<file path="config.mk">
export PLATFORM = sky130hd
export DESIGN_NAME = idesc_port
export DESIGN_NICKNAME = d
export VERILOG_FILES = /design/src/rtl/idesc_fifo.v /design/src/rtl/idesc_port.v
export VERILOG_INCLUDE_DIRS = /design/src /design/src/rtl
export SDC_FILE = /design/constraint.sdc
export NUM_CORES = 1
export LEC_CHECK = 0
export ABC_AREA = 1
export BUFFER_PORTS_ARGS = -buffer_cell sky130_fd_sc_hd__clkbuf_2
export CORE_MARGIN = 2
export CORE_UTILIZATION = 34
export DETAILED_ROUTE_END_ITERATION = 7
export PLACE_DENSITY = 0.52
export SYNTH_ARGS = -nofsm -noshare
export SYNTH_HDL_FRONTEND = slang
export SYNTH_SLANG_ARGS = --single-unit
</file>
<file path="constraint.sdc">
create_clock -name clock -period 1.9 [get_ports clock]
set_input_delay 0.095 -clock clock [delete_from_list [all_inputs] [get_ports clock]]
set_output_delay 0.095 -clock clock [all_outputs]
set_load 0.02 [all_outputs]
</file>
<file path="src/rtl/idesc_consts.vh">
// constants for the secondary ide channel pin block
`ifndef IDESC_CONSTS_VH
`define IDESC_CONSTS_VH
// i/o decode ranges (upper bits compared, low three bits select the byte)
`define IDESC_CMD_BASE 16'h0170
`define IDESC_CTL_BASE 16'h0370
`define IDESC_RANGE_MASK 16'hFFF8
// strobe timing in ns, converted to cycles at 10 ns clock
`define IDESC_CLK_NS 10
`define IDESC_SETUP_NS 30
`define IDESC_PULSE_NS 100
`define IDESC_RECOVER_NS 60
`define IDESC_CYC(ns) ((((ns) + `IDESC_CLK_NS - 1) / `IDESC_CLK_NS) < 1 ? \
   1 : (((ns) + `IDESC_CLK_NS - 1) / `IDESC_CLK_NS))
// fifo shape
`define IDESC_FIFO_DEPTH 8
`define IDESC_DATA_W 16
`endif

</file>
<file path="src/rtl/idesc_fifo.v">
// small synchronous fifo with valid/ready on both sides
`timescale 1ns/1ns
`default_nettype none
module idesc_fifo #(
   parameter WIDTH = 16,
   parameter DEPTH = 8,
   parameter AW = 3
) (
   input wire clock,
   input wire reset,
   input wire in_valid,
   output wire in_ready,
   input wire [WIDTH-1:0] in_data,
   output wire out_valid,
   input wire out_ready,
   output wire [WIDTH-1:0] out_data
);
   reg [WIDTH-1:0] mem [0:DEPTH-1];
   reg [AW-1:0] wr_ptr_ff;
   reg [AW-1:0] rd_ptr_ff;
   reg [AW:0] count_ff;
   wire push;
   wire pop;

   // full and empty come straight from the occupancy count
   assign in_ready = (count_ff != DEPTH[AW:0]);
   assign out_valid = (count_ff != {(AW+1){1'b0}});
   assign out_data = mem[rd_ptr_ff];
   assign push = in_valid & in_ready;
   assign pop = out_valid & out_ready;

   // storage has no reset; only pointers and count need a defined state
   always @(posedge clock) begin
      if (push) begin
         mem[wr_ptr_ff] <= in_data;
      end
   end

   // pointers wrap at depth, so depth need not be a power of two
   always @(posedge clock) begin
      if (reset) begin
         wr_ptr_ff <= {AW{1'b0}};
         rd_ptr_ff <= {AW{1'b0}};
         count_ff <= {(AW+1){1'b0}};
      end else begin
         if (push) begin
            wr_ptr_ff <= (wr_ptr_ff == DEPTH[AW-1:0] - 1'b1) ?
               {AW{1'b0}} : wr_ptr_ff + 1'b1;
         end
         if (pop) begin
            rd_ptr_ff <= (rd_ptr_ff == DEPTH[AW-1:0] - 1'b1) ?
               {AW{1'b0}} : rd_ptr_ff + 1'b1;
         end
         if (push & ~pop) begin
            count_ff <= count_ff + 1'b1;
         end else if (pop & ~push) begin
            count_ff <= count_ff - 1'b1;
         end
      end
   end
endmodule
`default_nettype wire

</file>
<file path="src/rtl/idesc_port.v">
// secondary ide channel pin engine: pio register cycles and bus-master dma
// Functional notes
// - drive three address lines selecting byte within command/control block.
// - command chip select low only for 170h-177h accesses.
// - control chip select low only for 370h-377h accesses.
// - data bus driven for writes, released for reads.
// - dma acknowledge low marks strobe cycle as dma transfer.
// - acknowledge comes only from bus-master engine, never legacy dma.
// - dual-channel mode serves the secondary connector.
// - master/slave mode serves the primary-slave connector with same pins.
// - drive selected by chip selects plus address, or by acknowledge.
`timescale 1ns/1ns
`default_nettype none
`include "idesc_consts.vh"
module idesc_port #(
   parameter SETUP_CYC = `IDESC_CYC(`IDESC_SETUP_NS),
   parameter PULSE_CYC = `IDESC_CYC(`IDESC_PULSE_NS),
   parameter RECOVER_CYC = `IDESC_CYC(`IDESC_RECOVER_NS),
   parameter DEPTH = `IDESC_FIFO_DEPTH
) (
   input wire clock,
   input wire reset,
   // pio request from the host side
   input wire pio_req,
   input wire pio_write,
   input wire [15:0] pio_addr,
   input wire [15:0] pio_wdata,
   output wire pio_ready,
   output reg pio_done,
   output reg [15:0] pio_rdata,
   // bus-master engine control
   input wire bm_enable,
   input wire bm_write,
   input wire [15:0] bm_wdata,
   input wire bm_wvalid,
   output wire bm_wready,
   output wire [15:0] bm_rdata,
   output wire bm_rvalid,
   input wire bm_rready,
   // connector role strap: 0 secondary, 1 primary-slave
   input wire slave_mode,
   output reg serving_primary_slave,
   // drive pins
   output reg [2:0] drive_addr,
   output reg drive_addr_oe_n,
   output reg command_block_select_n,
   output reg control_block_select_n,
   input wire [15:0] drive_data_in,
   output reg [15:0] drive_data_out,
   output reg drive_data_oe_n,
   output reg drive_dma_ack_n,
   input wire drive_dma_request,
   input wire drive_iordy,
   output reg drive_read_strobe_n,
   output reg drive_write_strobe_n
);
   //--------------------------------------------------------------
   // state and synchronisers
   //--------------------------------------------------------------
   localparam S_IDLE = 4'b0001;
   localparam S_SETUP = 4'b0010;
   localparam S_PULSE = 4'b0100;
   localparam S_RECOV = 4'b1000;

   reg [3:0] state_ff;
   reg [7:0] cnt_ff;
   reg is_dma_ff;
   reg is_wr_ff;
   reg [1:0] dreq_sync_ff;
   reg [1:0] rdy_sync_ff;
   reg [15:0] rdata_ff;
   wire dreq_s;
   wire rdy_s;
   wire cmd_hit;
   wire ctl_hit;
   wire rf_valid;
   wire rf_ready;
   wire wf_valid;
   wire [15:0] wf_data;
   wire dma_go;
   reg rf_push;
   reg wf_pop;

   // request and iordy pins from the drive pass two flops before use; data is sampled directly
   always @(posedge clock) begin
      if (reset) begin
         dreq_sync_ff <= 2'h0;
         rdy_sync_ff <= 2'h0;
      end else begin
         dreq_sync_ff <= {dreq_sync_ff[0], drive_dma_request};
         rdy_sync_ff <= {rdy_sync_ff[0], drive_iordy};
      end
   end
   assign dreq_s = dreq_sync_ff[1];
   assign rdy_s = rdy_sync_ff[1];

   always @(posedge clock) begin
      serving_primary_slave <= slave_mode;
   end

   //--------------------------------------------------------------
   // dma data buffering
   //--------------------------------------------------------------
   // write data from engine to drive
   idesc_fifo #(.WIDTH(16), .DEPTH(DEPTH), .AW(3)) u_wfifo (
      .clock(clock), .reset(reset),
      .in_valid(bm_wvalid), .in_ready(bm_wready), .in_data(bm_wdata),
      .out_valid(wf_valid), .out_ready(wf_pop), .out_data(wf_data)
   );
   // read data from drive to engine; full fifo stalls new dma read cycles
   idesc_fifo #(.WIDTH(16), .DEPTH(DEPTH), .AW(3)) u_rfifo (
      .clock(clock), .reset(reset),
      .in_valid(rf_push), .in_ready(rf_ready), .in_data(rdata_ff),
      .out_valid(bm_rvalid), .out_ready(bm_rready), .out_data(bm_rdata)
   );
   assign rf_valid = rf_ready;

   //--------------------------------------------------------------
   // decode
   //--------------------------------------------------------------
   // command block range
   assign cmd_hit = ((pio_addr & `IDESC_RANGE_MASK) == `IDESC_CMD_BASE);
   assign ctl_hit = ((pio_addr & `IDESC_RANGE_MASK) == `IDESC_CTL_BASE);
   // dma only on drive request with engine on and room to move
   assign dma_go = bm_enable & dreq_s &
      (bm_write ? wf_valid : rf_valid);
   // pio wins ties since it is the cpu waiting; unmapped address answered at once with FFFF
   assign pio_ready = (state_ff == S_IDLE) & ~reset;

   //--------------------------------------------------------------
   // cycle sequencer
   //--------------------------------------------------------------
   always @(posedge clock) begin
      rf_push <= 1'b0;
      wf_pop <= 1'b0;
      pio_done <= 1'b0;
      if (reset) begin
         // selects high, address and data float
         state_ff <= S_IDLE;
         cnt_ff <= 8'h00;
         is_dma_ff <= 1'b0;
         is_wr_ff <= 1'b0;
         rdata_ff <= 16'h0000;
         pio_rdata <= 16'h0000;
         drive_addr <= 3'h0;
         drive_addr_oe_n <= 1'b1;
         drive_data_out <= 16'h0000;
         drive_data_oe_n <= 1'b1;
         command_block_select_n <= 1'b1;
         control_block_select_n <= 1'b1;
         drive_dma_ack_n <= 1'b1;
         drive_read_strobe_n <= 1'b1;
         drive_write_strobe_n <= 1'b1;
      end else begin
         case (state_ff)
            S_IDLE: begin
               drive_addr_oe_n <= 1'b0;
               if (pio_req & (cmd_hit | ctl_hit)) begin
                  drive_addr <= pio_addr[2:0];
                  // select by chip select plus address
                  command_block_select_n <= ~cmd_hit;
                  control_block_select_n <= ~ctl_hit;
                  is_dma_ff <= 1'b0;
                  is_wr_ff <= pio_write;
                  drive_data_out <= pio_wdata;
                  drive_data_oe_n <= ~pio_write;
                  cnt_ff <= SETUP_CYC[7:0];
                  state_ff <= S_SETUP;
               end else if (pio_req) begin
                  pio_done <= 1'b1;
                  pio_rdata <= 16'hFFFF;
               end else if (dma_go) begin
                  // acknowledge only from the bus-master engine
                  drive_dma_ack_n <= 1'b0;
                  is_dma_ff <= 1'b1;
                  is_wr_ff <= bm_write;
                  drive_data_out <= wf_data;
                  drive_data_oe_n <= ~bm_write;
                  wf_pop <= bm_write;
                  cnt_ff <= SETUP_CYC[7:0];
                  state_ff <= S_SETUP;
               end
            end
            S_SETUP: begin
               if (cnt_ff <= 8'h01) begin
                  // strobe under acknowledge is a dma transfer
                  drive_read_strobe_n <= is_wr_ff;
                  drive_write_strobe_n <= ~is_wr_ff;
                  cnt_ff <= PULSE_CYC[7:0];
                  state_ff <= S_PULSE;
               end else begin
                  cnt_ff <= cnt_ff - 8'h01;
               end
            end
            S_PULSE: begin
               // iordy low stretches the strobe
               if (cnt_ff > 8'h01) begin
                  cnt_ff <= cnt_ff - 8'h01;
               end else if (rdy_s) begin
                  drive_read_strobe_n <= 1'b1;
                  drive_write_strobe_n <= 1'b1;
                  rdata_ff <= drive_data_in;
                  if (!is_dma_ff) begin
                     pio_rdata <= drive_data_in;
                  end
                  rf_push <= is_dma_ff & ~is_wr_ff;
                  cnt_ff <= RECOVER_CYC[7:0];
                  state_ff <= S_RECOV;
               end
            end
            S_RECOV: begin
               if (cnt_ff <= 8'h01) begin
                  command_block_select_n <= 1'b1;
                  control_block_select_n <= 1'b1;
                  drive_dma_ack_n <= 1'b1;
                  drive_data_oe_n <= 1'b1;
                  pio_done <= ~is_dma_ff;
                  state_ff <= S_IDLE;
               end else begin
                  cnt_ff <= cnt_ff - 8'h01;
               end
            end
            default: begin
               state_ff <= S_IDLE;
            end
         endcase
      end
   end
endmodule
`default_nettype wire

</file>
# [Word level (Yosys, flattened, before mapping)]
# Memories as Yosys holds them, arrays and structs flattened. A register that Yosys moved wholly into a read port is not among the register bits.
# Cells that the tools add are included.
[totals] regBits=100 ram_bits=256 in_bits=75 out_inout_bits=63 elab_cells=189 mem_count=2
[classes] add_sub_neg=9 n_lt_le_gt_ge=2 eq_ne=27 n_mux=71 bitwise_logic=30 n_reduce_logical=21
[mem_list] name="u_rfifo.mem" words=8 width=16 read_ports=1 rd_ports_with_merged_regs=1 write_ports=1 line="idesc_fifo.v:18" source="reg [WIDTH-1:0] mem [0:DEPTH-1];"
[mem_list] name="u_wfifo.mem" words=8 width=16 read_ports=1 rd_ports_with_merged_regs=1 write_ports=1 line="idesc_fifo.v:18"
[op_table] op="16-bit 2-to-1 mux" count=8
[op_table] op="8-bit 2-to-1 mux" count=7
[op_table] op="4-bit 2-to-1 mux" count=11
[op_table] op="16-bit case mux with 2 select lines" count=1
[op_table] op="8-bit case mux with 4 select lines" count=1
[op_table] op="1-bit 2-to-1 mux" count=27
[op_table] op="3-bit 2-to-1 mux" count=8
[op_table] op="2-bit != test (second input constant)" count=10
[op_table] op="1-bit NOT" count=16
[op_table] op="4-bit case mux with 4 select lines" count=1
[op_table] op="1-bit case mux with 2 select lines" count=7
[op_table] op="1-bit AND" count=13
[op_table] op="13-bit by 6-bit equality test with 1-bit output (second input constant)" count=1
[op_table] op="13-bit by 7-bit equality test with 1-bit output (second input constant)" count=1
[op_table] op="3-bit by 1-bit adder with 3-bit output (second input constant)" count=4
[op_table] op="3-bit equality test (second input constant)" count=4
[op_table] op="6-bit AND reduction" count=2
[op_table] op="2-bit nonzero test" count=6
[op_table] op="4-bit nonzero test" count=3
[op_table] op="5-bit AND reduction" count=2
[op_table] op="3-bit AND reduction" count=3
[op_table] op="4-bit by 1-bit adder with 4-bit output (second input constant)" count=2
[op_table] op="8-bit by 1-bit > comparator with 1-bit output (second input constant)" count=1
[op_table] op="8-bit by 1-bit <= comparator with 1-bit output (second input constant)" count=1
[op_table] op="15 further kinds" count=20

# [Depth between registers and ports, before layout]
# Gate-level depths: netlist (run 1).
[depth] ltp_word=7 depth_mapped=15

# [Modules after synthesis]
# Synthesis (run 1) repeated with hierarchy kept, for this count alone.
[hier_totals] cells_unflattened=1583 area_unflattened_um2=15376.0
[modules_own_cells] module="idesc_fifo (u_wfifo)" instances=1 cells_per_inst=519 area_each_um2=5855.6
[modules_own_cells] module="idesc_fifo (u_rfifo)" instances=1 cells_per_inst=521 area_each_um2=5795.6
[modules_own_cells] module="idesc_port" instances=1 cells_per_inst=543 area_each_um2=3724.8

# [Worst setup path after synthesis (run 1)]
# Ideal clock, no wire load.
[synth_path] path_kind="flip-flop to flip-flop" start="register u_rfifo.count_ff[0]" end="register u_rfifo.count_ff[3]" setup_time_ps=119 t_arrival_ps=2046 setup_slack_ps=-265 stages_incl_launch_ff=15 n_path_buf=0 period_less_slack_ps=2165 path_cell_list="dfxtp_1 nor2_1 nand3_1 nand2_1 ha_1 inv_1 ha_1 nand2_1 nand2_1 a21oi_1 nor2_1 nor2_1 nand2_1 o21ai_0 a21oi_1"
[synth_via] elab_chain_len=5 elab_cells_between_ends=13 classes_between="add/sub: 2; eq/ne: 1; mux: 2; bitwise: 6; reduce/logical: 2"
[synth_rtl] item="from (decl)" line="idesc_fifo.v:21" source="reg [AW:0] count_ff;"
[synth_rtl] item="from (signal assigned)" line="idesc_fifo.v:44" source="count_ff <= {(AW+1){1'b0}};"
[synth_rtl] item="from (signal assigned)" line="idesc_fifo.v:55" source="count_ff <= count_ff + 1'b1;"
[synth_rtl] item="from (signal assigned)" line="idesc_fifo.v:57" source="count_ff <= count_ff - 1'b1;"
[synth_rtl] item="4-bit nonzero test (*)" line="idesc_fifo.v:27" source="assign out_valid = (count_ff != {(AW+1){1'b0}});"
[synth_rtl] item="named net bm_rvalid" line="idesc_port.v:38" source="output wire bm_rvalid,"
[synth_rtl] item="1-bit AND (*)" line="idesc_fifo.v:30" source="assign pop = out_valid & out_ready;"
[synth_rtl] item="1-bit NOT" line="idesc_fifo.v:54" source="if (push & ~pop) begin"
[synth_rtl] item="1-bit AND" line="idesc_fifo.v:54"
[synth_rtl] item="4-bit 2-to-1 mux or 2-bit nonzero test (tied branches)"
# Mark *: on every way through the listed nets, which the timed path passes. The rest lies on a longest branch. The select of a mux whose other input is x is not followed.
# A chain may end at the register's enable or synchronous reset.

==> results by group, run 1 <==
Setup path
  – Crit path kind: flop to primary output
  – Reg2reg path depth: 15
  – Crit-path cells: buf_12 > o21ai_1 > o22ai_1 > nor2_1 > a31oi_1 > clkbuf_4
  – Critical Path RT: 1.80 ns
  – RR Startpoint: u_rfifo.count_ff[1]
  – Crit path capture: bm_rdata[6]
  – Worst stage delay on the critical path: 0.40 ns
  – Crit-path leading delay family: compound AO/OA/AOI/OAI gates
  – Crit path depth: 6
  – Buffers and inverters on the worst path: 2
  – Worst reg-to-reg setup slack: 0.02 ns
  – Type of origin of the critical path: flop
  – CP max stage cell: dfxtp_4
  – Reg2Reg Capture Point: u_rfifo.count_ff[3]
  – Max FO, Critical Path: 26
  – CP Capture Type: primary output
  – Critical Path AT: 1.92 ns

Place
  – Dpl cell area: 16,800 µm²
  – Port Buffers: 137
  – Routability cong.: 0.775
  – Placed cells: 2,163
  – Post-DP HPWL: 22,600 µm

GRT
  – Largest net degree at the start of global routing: 65
  – Vias in the first global route: 10.8k
  – Gr ovfl total: 0
  – GRT Util Overall: 17.0%
  – Initial antenna violation count: 1
  – First-pass GRT wire length: 58,800 µm

Power and ir drop
  – Leak: 7.66 nW
  – P_int: 16.2 mW
  – Reg power frac: 38.4%
  – Pwr/cell area: 1250 nW/µm²
  – Max rail drop VDD: 1.01 mV
  – Tot Pwr: 23.9 mW
  – Net load switching power: 7.71 mW
  – Sw Ratio: 32.2%
  – Clk pwr share: 29.6%
  – Comb power frac: 31.9%

CTS
  – Num Clock Sinks: 362
  – Clk_lat worst skew: 0.55 ns
  – Root Buffer: clkbuf_16
  – Reg clk slew, reported paths: 0.06 ns
  – CTS Buf Count: 40
  – Htree depth: 2
  – Max clock buf depth: 3
  – TritonCTS clock tree: built

Min path
  – Min-delay worst type: primary input to flop

Job
  – Max Cap Viol: 0

Finish
  – FILL cells: 4,138
  – Fin nets: 1,791
  – Area delta synth->final: 29.2%
  – Final Non-Filler Cells: 2,315
  – Final instance area: 19,200 µm²
  – Share of cells above drive strength 1: 21.9%

Die
  – Core footprint: 43,100 µm²
  – Die Ht: 213 µm
  – Die Span X: 213 µm
  – Die area: 45,400 µm²
  – Cell Rows: 76
  – IO Count: 138
  – Starting Density: 34.5%

Routing
  – Pre-Repair DR Iteration Count: 5
  – Drt drc: 0
  – Total number of vias: 11.0k
  – Drt via density: 4.76
  – Detailed Route Iter0 Violations: 724
  – Final ANT Viol Nets: 0
  – Final WL: 38,500 µm
  – Wire per inst: 16.6 µm

Run status
  – Status: finished with violations
  – Failing checks: setup timing

STA
  – Crit share post-route: 106%
  – Fmax: 496 MHz
  – WHS: 0.0364 ns
  – Final count of negative-setup-slack endpoints: 16
  – Unrepaired setup endpoints after global routing: true
  – Worst-Margin Slew: 0.707 ns
  – Final setup TNS: -1.18 ns
  – Max Slew Vio Count: 0
  – Min Tclk post-route: 2.02 ns
  – Final hold vios: 0
  – Worst clock skew: 0.0202 ns
  – PnR worst setup slack: -0.116 ns
  – Rel. slew slack: 52.8%

Synthesis
  – Syn Area/Cell: 10.3 µm²
  – Share of the synthesized area in the top cell type: 51.8%
  – Syn Nets: 1,535
  – Synth area leader: edfxtp_1
  – Post-synthesis adder-cell area fraction: 1.62%
  – Gate Count Post-Synth: 1,442
  – Mapped Area: 14,900 µm²
  – Synth Area in XOR/XNOR: 0.590%
  – Sequential share of the synthesized area: 66.1%
  – Post-synth top cells: 369 x nor2_1, 256 x edfxtp_1, 197 x o21ai_0
  – Ys flop type: edfxtp_1
  – Yosys reg bits: 362
  – Netlist cell types: 41
  – Ys async rst share: 0%
  – Most frequent cell after synthesis: nor2_1
  – YS warnings: 0
  – EDFF count, synth: 256
  – Main combinational cell family by area after synthesis: simple AND/OR/NAND/NOR gates
  – Synth area leaders: edfxtp_1 52%, dfxtp_1 14%, nor2_1 9.3%
  – Post-Synth Simple-Gate Area: 17.3%
  – Synth Area in Compound Gates: 10.6%
  – Mux contribution to synthesized area: 0%
-- worst min-delay path: cells and delay by family --
family                 cells  cell delay, ns
buffers and inverters      1            0.09
and+or+nand+nor            4            0.34
-- worst min path at each step --
stage            startpoint                     to  slack, ns  depth (start not counted)
2_1_floorplan    slave_mode  serving_primary_slave       0.12                          0
3_3_place_gp     slave_mode  serving_primary_slave       0.20                          1
3_5_place_dp     slave_mode  serving_primary_slave       0.20                          1
4_1_cts        pio_wdata[1]      drive_data_out[1]       0.01                          5
5_1_grt        pio_wdata[4]      drive_data_out[4]       0.04                          5
6_report       pio_wdata[2]      drive_data_out[2]       0.04                          5
-- power by group through the flow --
stage | registers [mW] | logic [mW] | clock network, mW
after CTS | 9.18 | 7.19 | 7.31
after global placement | 9.30 | 6.03 | 0
after detailed placement | 9.31 | 6.10 | 0
after global routing | 9.25 | 8.37 | 7.62
final | 9.20 | 7.65 | 7.09
after floorplan | 9.45 | 3.79 | 0
-- through the flow --
| step | setup slack [ns] | util [%] |
|---|---|---|
| 2_1_floorplan | -0.0583 | - |
| 3_3_place_gp | -0.0490 | 39.0 |
| 3_5_place_dp | -0.0758 | 39.0 |
| 4_1_cts | -0.167 | 44.0 |
| 5_1_grt | -0.229 | 44.5 |
| 6_report | -0.116 | 44.6 |
-- final cells by class --
class                           instances  area, µm²  share of cell area [%]
Multi-Input combinational cell        947       4680                    24.4
Timing Repair Buffer                  278       2470                    12.9
Sequential cell                       362       9820                    51.2
Tap cell                              585        732                    3.81
Clock buffer                           58       1100                    5.73
Antenna cell                            1       2.50                  0.0130
Clock inverter                         15       87.6                   0.456
Inverter                               69        289                    1.51
-- routing by layer --
layer	share of wire, %	track usage [%]
met5	0	0
met4	3.0	6.22
met3	4.5	3.09
met2	49	29.3
met1	43	21.2
-- registers in the layout, summed over array words and instances, names as in the netlist, 2 cells and up, named ones only --
register and count:
u_wfifo.mem 128, u_rfifo.mem 128, u_wfifo.wr_ptr_ff 3, cnt_ff 8, u_rfifo.wr_ptr_ff 3, u_wfifo.rd_ptr_ff 3, pio_rdata 16, u_rfifo.count_ff 4
drive_data_out 16, u_rfifo.rd_ptr_ff 3, rdata_ff 16, dreq_sync_ff 2, rdy_sync_ff 2, state_ff 4, u_wfifo.count_ff 4, drive_addr 3
-- cell usage in the layout (no fill, tap or decap), drive strengths merged --
cell type	synthesis	final
a21oi	20	20
a22oi	2	2
a31oi	16	16
and3	1	1
buf	16	88
bufbuf	0	1
clkbuf	50	189
clkinv	4	18
dfxtp	106	106
diode	0	1
dlygate4sd3	0	58
edfxtp	256	256
fa	2	2
ha	16	16
inv	65	66
nand2	187	188
nand3	35	35
nand4	3	3
nor2	377	378
nor3	3	3
nor4	2	2
o211a	4	4
o211ai	4	4
o21ai	215	215
o22ai	32	32
or2	16	16
xnor2	1	1
xor2	9	9
-- kinds of logic (layout without fill, tap and decap cells) --
group	after synthesis	count (layout)
DFF	362	362
other	0	1
buffers and inverters	135	420
AOI/OAI and AO/OA	293	293
xor gates and xnor gates	10	10
and+or+nand+nor	624	626
adders and majority gates	18	18
-- timing repair --
item	in CTS	in global routing
buffers inserted	4	7
pin swaps	7	29
endpoints found under the setup margin	19	46
hold endpoints to repair	195	0
gates resized for setup	90	50
hold buffers	58	0
cloned	5	4
Power figures use the tool's default switching activity.
==> run 2: changes to the inputs <==
--- a/config.mk
+++ b/config.mk
@@ -11,6 +11,7 @@
 export CORE_MARGIN = 2
 export CORE_UTILIZATION = 34
 export DETAILED_ROUTE_END_ITERATION = 7
+export HOLD_SLACK_MARGIN = 0.05
 export PLACE_DENSITY = 0.52
 export SYNTH_ARGS = -nofsm -noshare
 export SYNTH_HDL_FRONTEND = slang
==> results by group, run 2 (synthesis results as in run 1) <==
STA
  – Crit share post-route: 105% (-1.2 points)
  – Rel. slew slack: 53.2% (+0.40 points)
  – WHS: 0.104 ns (+0.0681 ns)
  – Final hold vios: 0 (unchanged)
  – Worst clock skew: 0.0205 ns (+0.000278 ns)
  – Max Slew Vio Count: 0 (unchanged)
  – Worst-Margin Slew: 0.701 ns (-0.00602 ns)
  – Min Tclk post-route: 1.99 ns (-0.0224 ns)
  – PnR worst setup slack: -0.0940 ns (+0.0224 ns)
  – Unrepaired setup endpoints after global routing: true
  – Final count of negative-setup-slack endpoints: 16 (unchanged)
  – Fmax: 502 MHz (+1.1%)

Setup path
  – Crit path depth: 6 (unchanged)
  – CP max stage cell: dfxtp_4
  – Crit-path cells: clkinv_4 > buf_12 > bufbuf_16 > o21ai_1 > a31oi_1 > buf_4
  – Crit path capture: bm_rdata[5]
  – Worst reg-to-reg setup slack: 0.01 ns (about the same)
  – Worst stage delay on the critical path: 0.40 ns (about the same)
  – Critical Path AT: 1.90 ns (-0.02 ns)
  – Reg2reg path depth: 15 (unchanged)
  – Critical Path RT: 1.80 ns (about the same)
  – Crit-path leading delay family: buffers and inverters
  – Reg2Reg Capture Point: u_rfifo.count_ff[3]
  – CP Capture Type: primary output
  – Type of origin of the critical path: flop
  – Buffers and inverters on the worst path: 4 (+2)
  – RR Startpoint: u_rfifo.count_ff[1]
  – Max FO, Critical Path: 16 (-38%)
  – Crit path kind: flop to primary output

Min path
  – Min-delay worst type: primary input to flop
  – Hold path start: pio_addr[11]

Routing
  – Total number of vias: 11.1k (+0.39%)
  – Detailed Route Iter0 Violations: 703 (-2.9%)
  – Drt via density: 4.77 (about the same)
  – Final ANT Viol Nets: 0 (unchanged)
  – Drt drc: 0 (unchanged)
  – Wire per inst: 16.6 µm (-0.26%)
  – Pre-Repair DR Iteration Count: 5 (unchanged)
  – Final WL: 38,500 µm (about the same)

Finish
  – Most frequent cells in the layout: 362 x nor2_1, 256 x edfxtp_1, 167 x nand2_1, 150 x o21ai_0, 121 x clkbuf_2
  – Most common cell after layout, fill and taps aside: nor2_1
  – Fin nets: 1,798 (+0.39%)
  – Area delta synth->final: 29.7%
  – Final instance area: 19,300 µm² (+0.37%)
  – Final Non-Filler Cells: 2,322 (+0.30%)
  – Biggest regs: u_rfifo.mem: 128 flops, u_wfifo.mem: 128 flops
  – Share of cells above drive strength 1: 21.8% (-0.088 points)
  – FILL cells: 4,137 (-0.024%)

Die
  – IO Count: 138 (unchanged)
  – Die area: 45,400 µm² (unchanged)
  – Core footprint: 43,100 µm² (unchanged)
  – Die Span X: 213 µm (unchanged)
  – Starting Density: 34.5% (unchanged)
  – Cell Rows: 76 (unchanged)
  – Die Ht: 213 µm (unchanged)

GRT
  – Gr ovfl total: 0 (unchanged)
  – Met2 Usage GRT: 29.4% (+0.10 points)
  – Initial antenna violation count: 1 (unchanged)
  – Largest net degree at the start of global routing: 65 (unchanged)
  – GRT Util Overall: 17.0% (+0.038 points)
  – First-pass GRT wire length: 59,000 µm (+0.30%)
  – Met1 global-route usage: 21.2% (+0.048 points)
  – Vias in the first global route: 10.9k (+0.44%)
  – Most Crowded Layer GR: met2
  – GR Util met3: 3.06% (-0.029 points)

Place
  – Placed cells: 2,163 (unchanged)
  – Port Buffers: 137 (unchanged)
  – Dpl cell area: 16,800 µm² (unchanged)
  – Routability cong.: 0.775 (unchanged)
  – Post-DP HPWL: 22,600 µm (unchanged)

Power and ir drop
  – Max rail drop VDD: 1.01 mV (about the same)
  – Leak: 7.69 nW (+0.40%)
  – Pwr/cell area: 1240 nW/µm² (-0.35%)
  – Tot Pwr: 23.9 mW (about the same)

CTS
  – Num Clock Sinks: 362 (unchanged)
  – Htree depth: 2 (unchanged)
  – Reg clk slew, reported paths: 0.06 ns (about the same)
  – Max clock buf depth: 3 (unchanged)
  – CTS Buf Count: 40 (unchanged)
  – Root Buffer: clkbuf_16
  – TritonCTS clock tree: built
  – Clk_lat worst skew: 0.55 ns (about the same)

Job
  – Max Cap Viol: 0 (unchanged)

Run status
  – Failing checks: setup timing
  – Status: finished with violations
-- run 2: changes by cell type in the layout (fill, tap and decap cells not counted) --
| cell | before | now |
|---|---|---|
| dlygate4sd3_1 | 58 | 65 |
-- run 2: metrics by stage --
stage	setup WS (ns)	setup TNS, ns	utilization [%]
4_1_cts	-0.167	-2.05	44.1
3_5_place_dp	-0.0758	-0.143	39.0
3_3_place_gp	-0.0490	-0.0490	39.0
5_1_grt	-0.229	-3.06	44.7
6_report	-0.0940	-1.15	44.7
2_1_floorplan	-0.0583	-9.37	-
-- run 2: worst min path at each step --
stage | endpoint | cells after the start
2_1_floorplan | serving_primary_slave | 0
3_3_place_gp | serving_primary_slave | 1
3_5_place_dp | serving_primary_slave | 1
4_1_cts | control_block_select_n | 7
5_1_grt | control_block_select_n | 7
6_report | control_block_select_n | 7
-- run 2: worst register-to-register path, cell delays in order (launching register included) --
cell and delay (ns):
dfxtp_2 0.33, nor2_4 0.15, nand3_2 0.09, nand2_2 0.08
inv_2 0.05, ha_4 0.16, inv_4 0.06, ha_4 0.19
nand2_2 0.06, nand2_2 0.06, a21oi_2 0.14, nor2_1 0.06
nor2_1 0.09, nand2_1 0.07, o21ai_1 0.13, a21oi_1 0.05
-- run 2: report_power, final --
group | total [mW] | internal [mW] | switching, mW | leakage (nW)
Clock | 7.10 | 4.03 | 3.06 | 0.582
Sequential | 9.20 | 8.90 | 0.301 | 3.33
Combinational | 7.65 | 3.31 | 4.34 | 3.78
Total | 23.9 | 16.2 | 7.70 | 7.69
-- run 2: cell type report --
| cell class | count | area, µm² | share of cell area (%) |
|---|---|---|---|
| well taps | 585 | 732 | 3.80 |
| clock buffers | 58 | 1100 | 5.71 |
| multi-input cells | 947 | 4680 | 24.3 |
| flip-flops and latches | 362 | 9820 | 51.0 |
| diodes | 1 | 2.50 | 0.0130 |
| repair buffers | 285 | 2540 | 13.2 |
| clock inverters | 15 | 87.6 | 0.455 |
| inverters | 69 | 289 | 1.50 |
-- run 2: what timing repair did --
item / CTS / global route
pin swaps: 7 / 29
endpoints found under the setup margin: 19 / 46
hold buffers: 65 / 0
resized for setup: 90 / 50
setup buffers: 4 / 7
cloned: 5 / 4
endpoints found under the hold margin: 206 / 0
-- run 2: routing by layer --
layer | wire length [µm] | share of wire (%)
met5 | 0 | 0
met4 | 1120 | 2.9
met3 | 1670 | 4.3
met1 | 16800 | 44
met2 | 18900 | 49
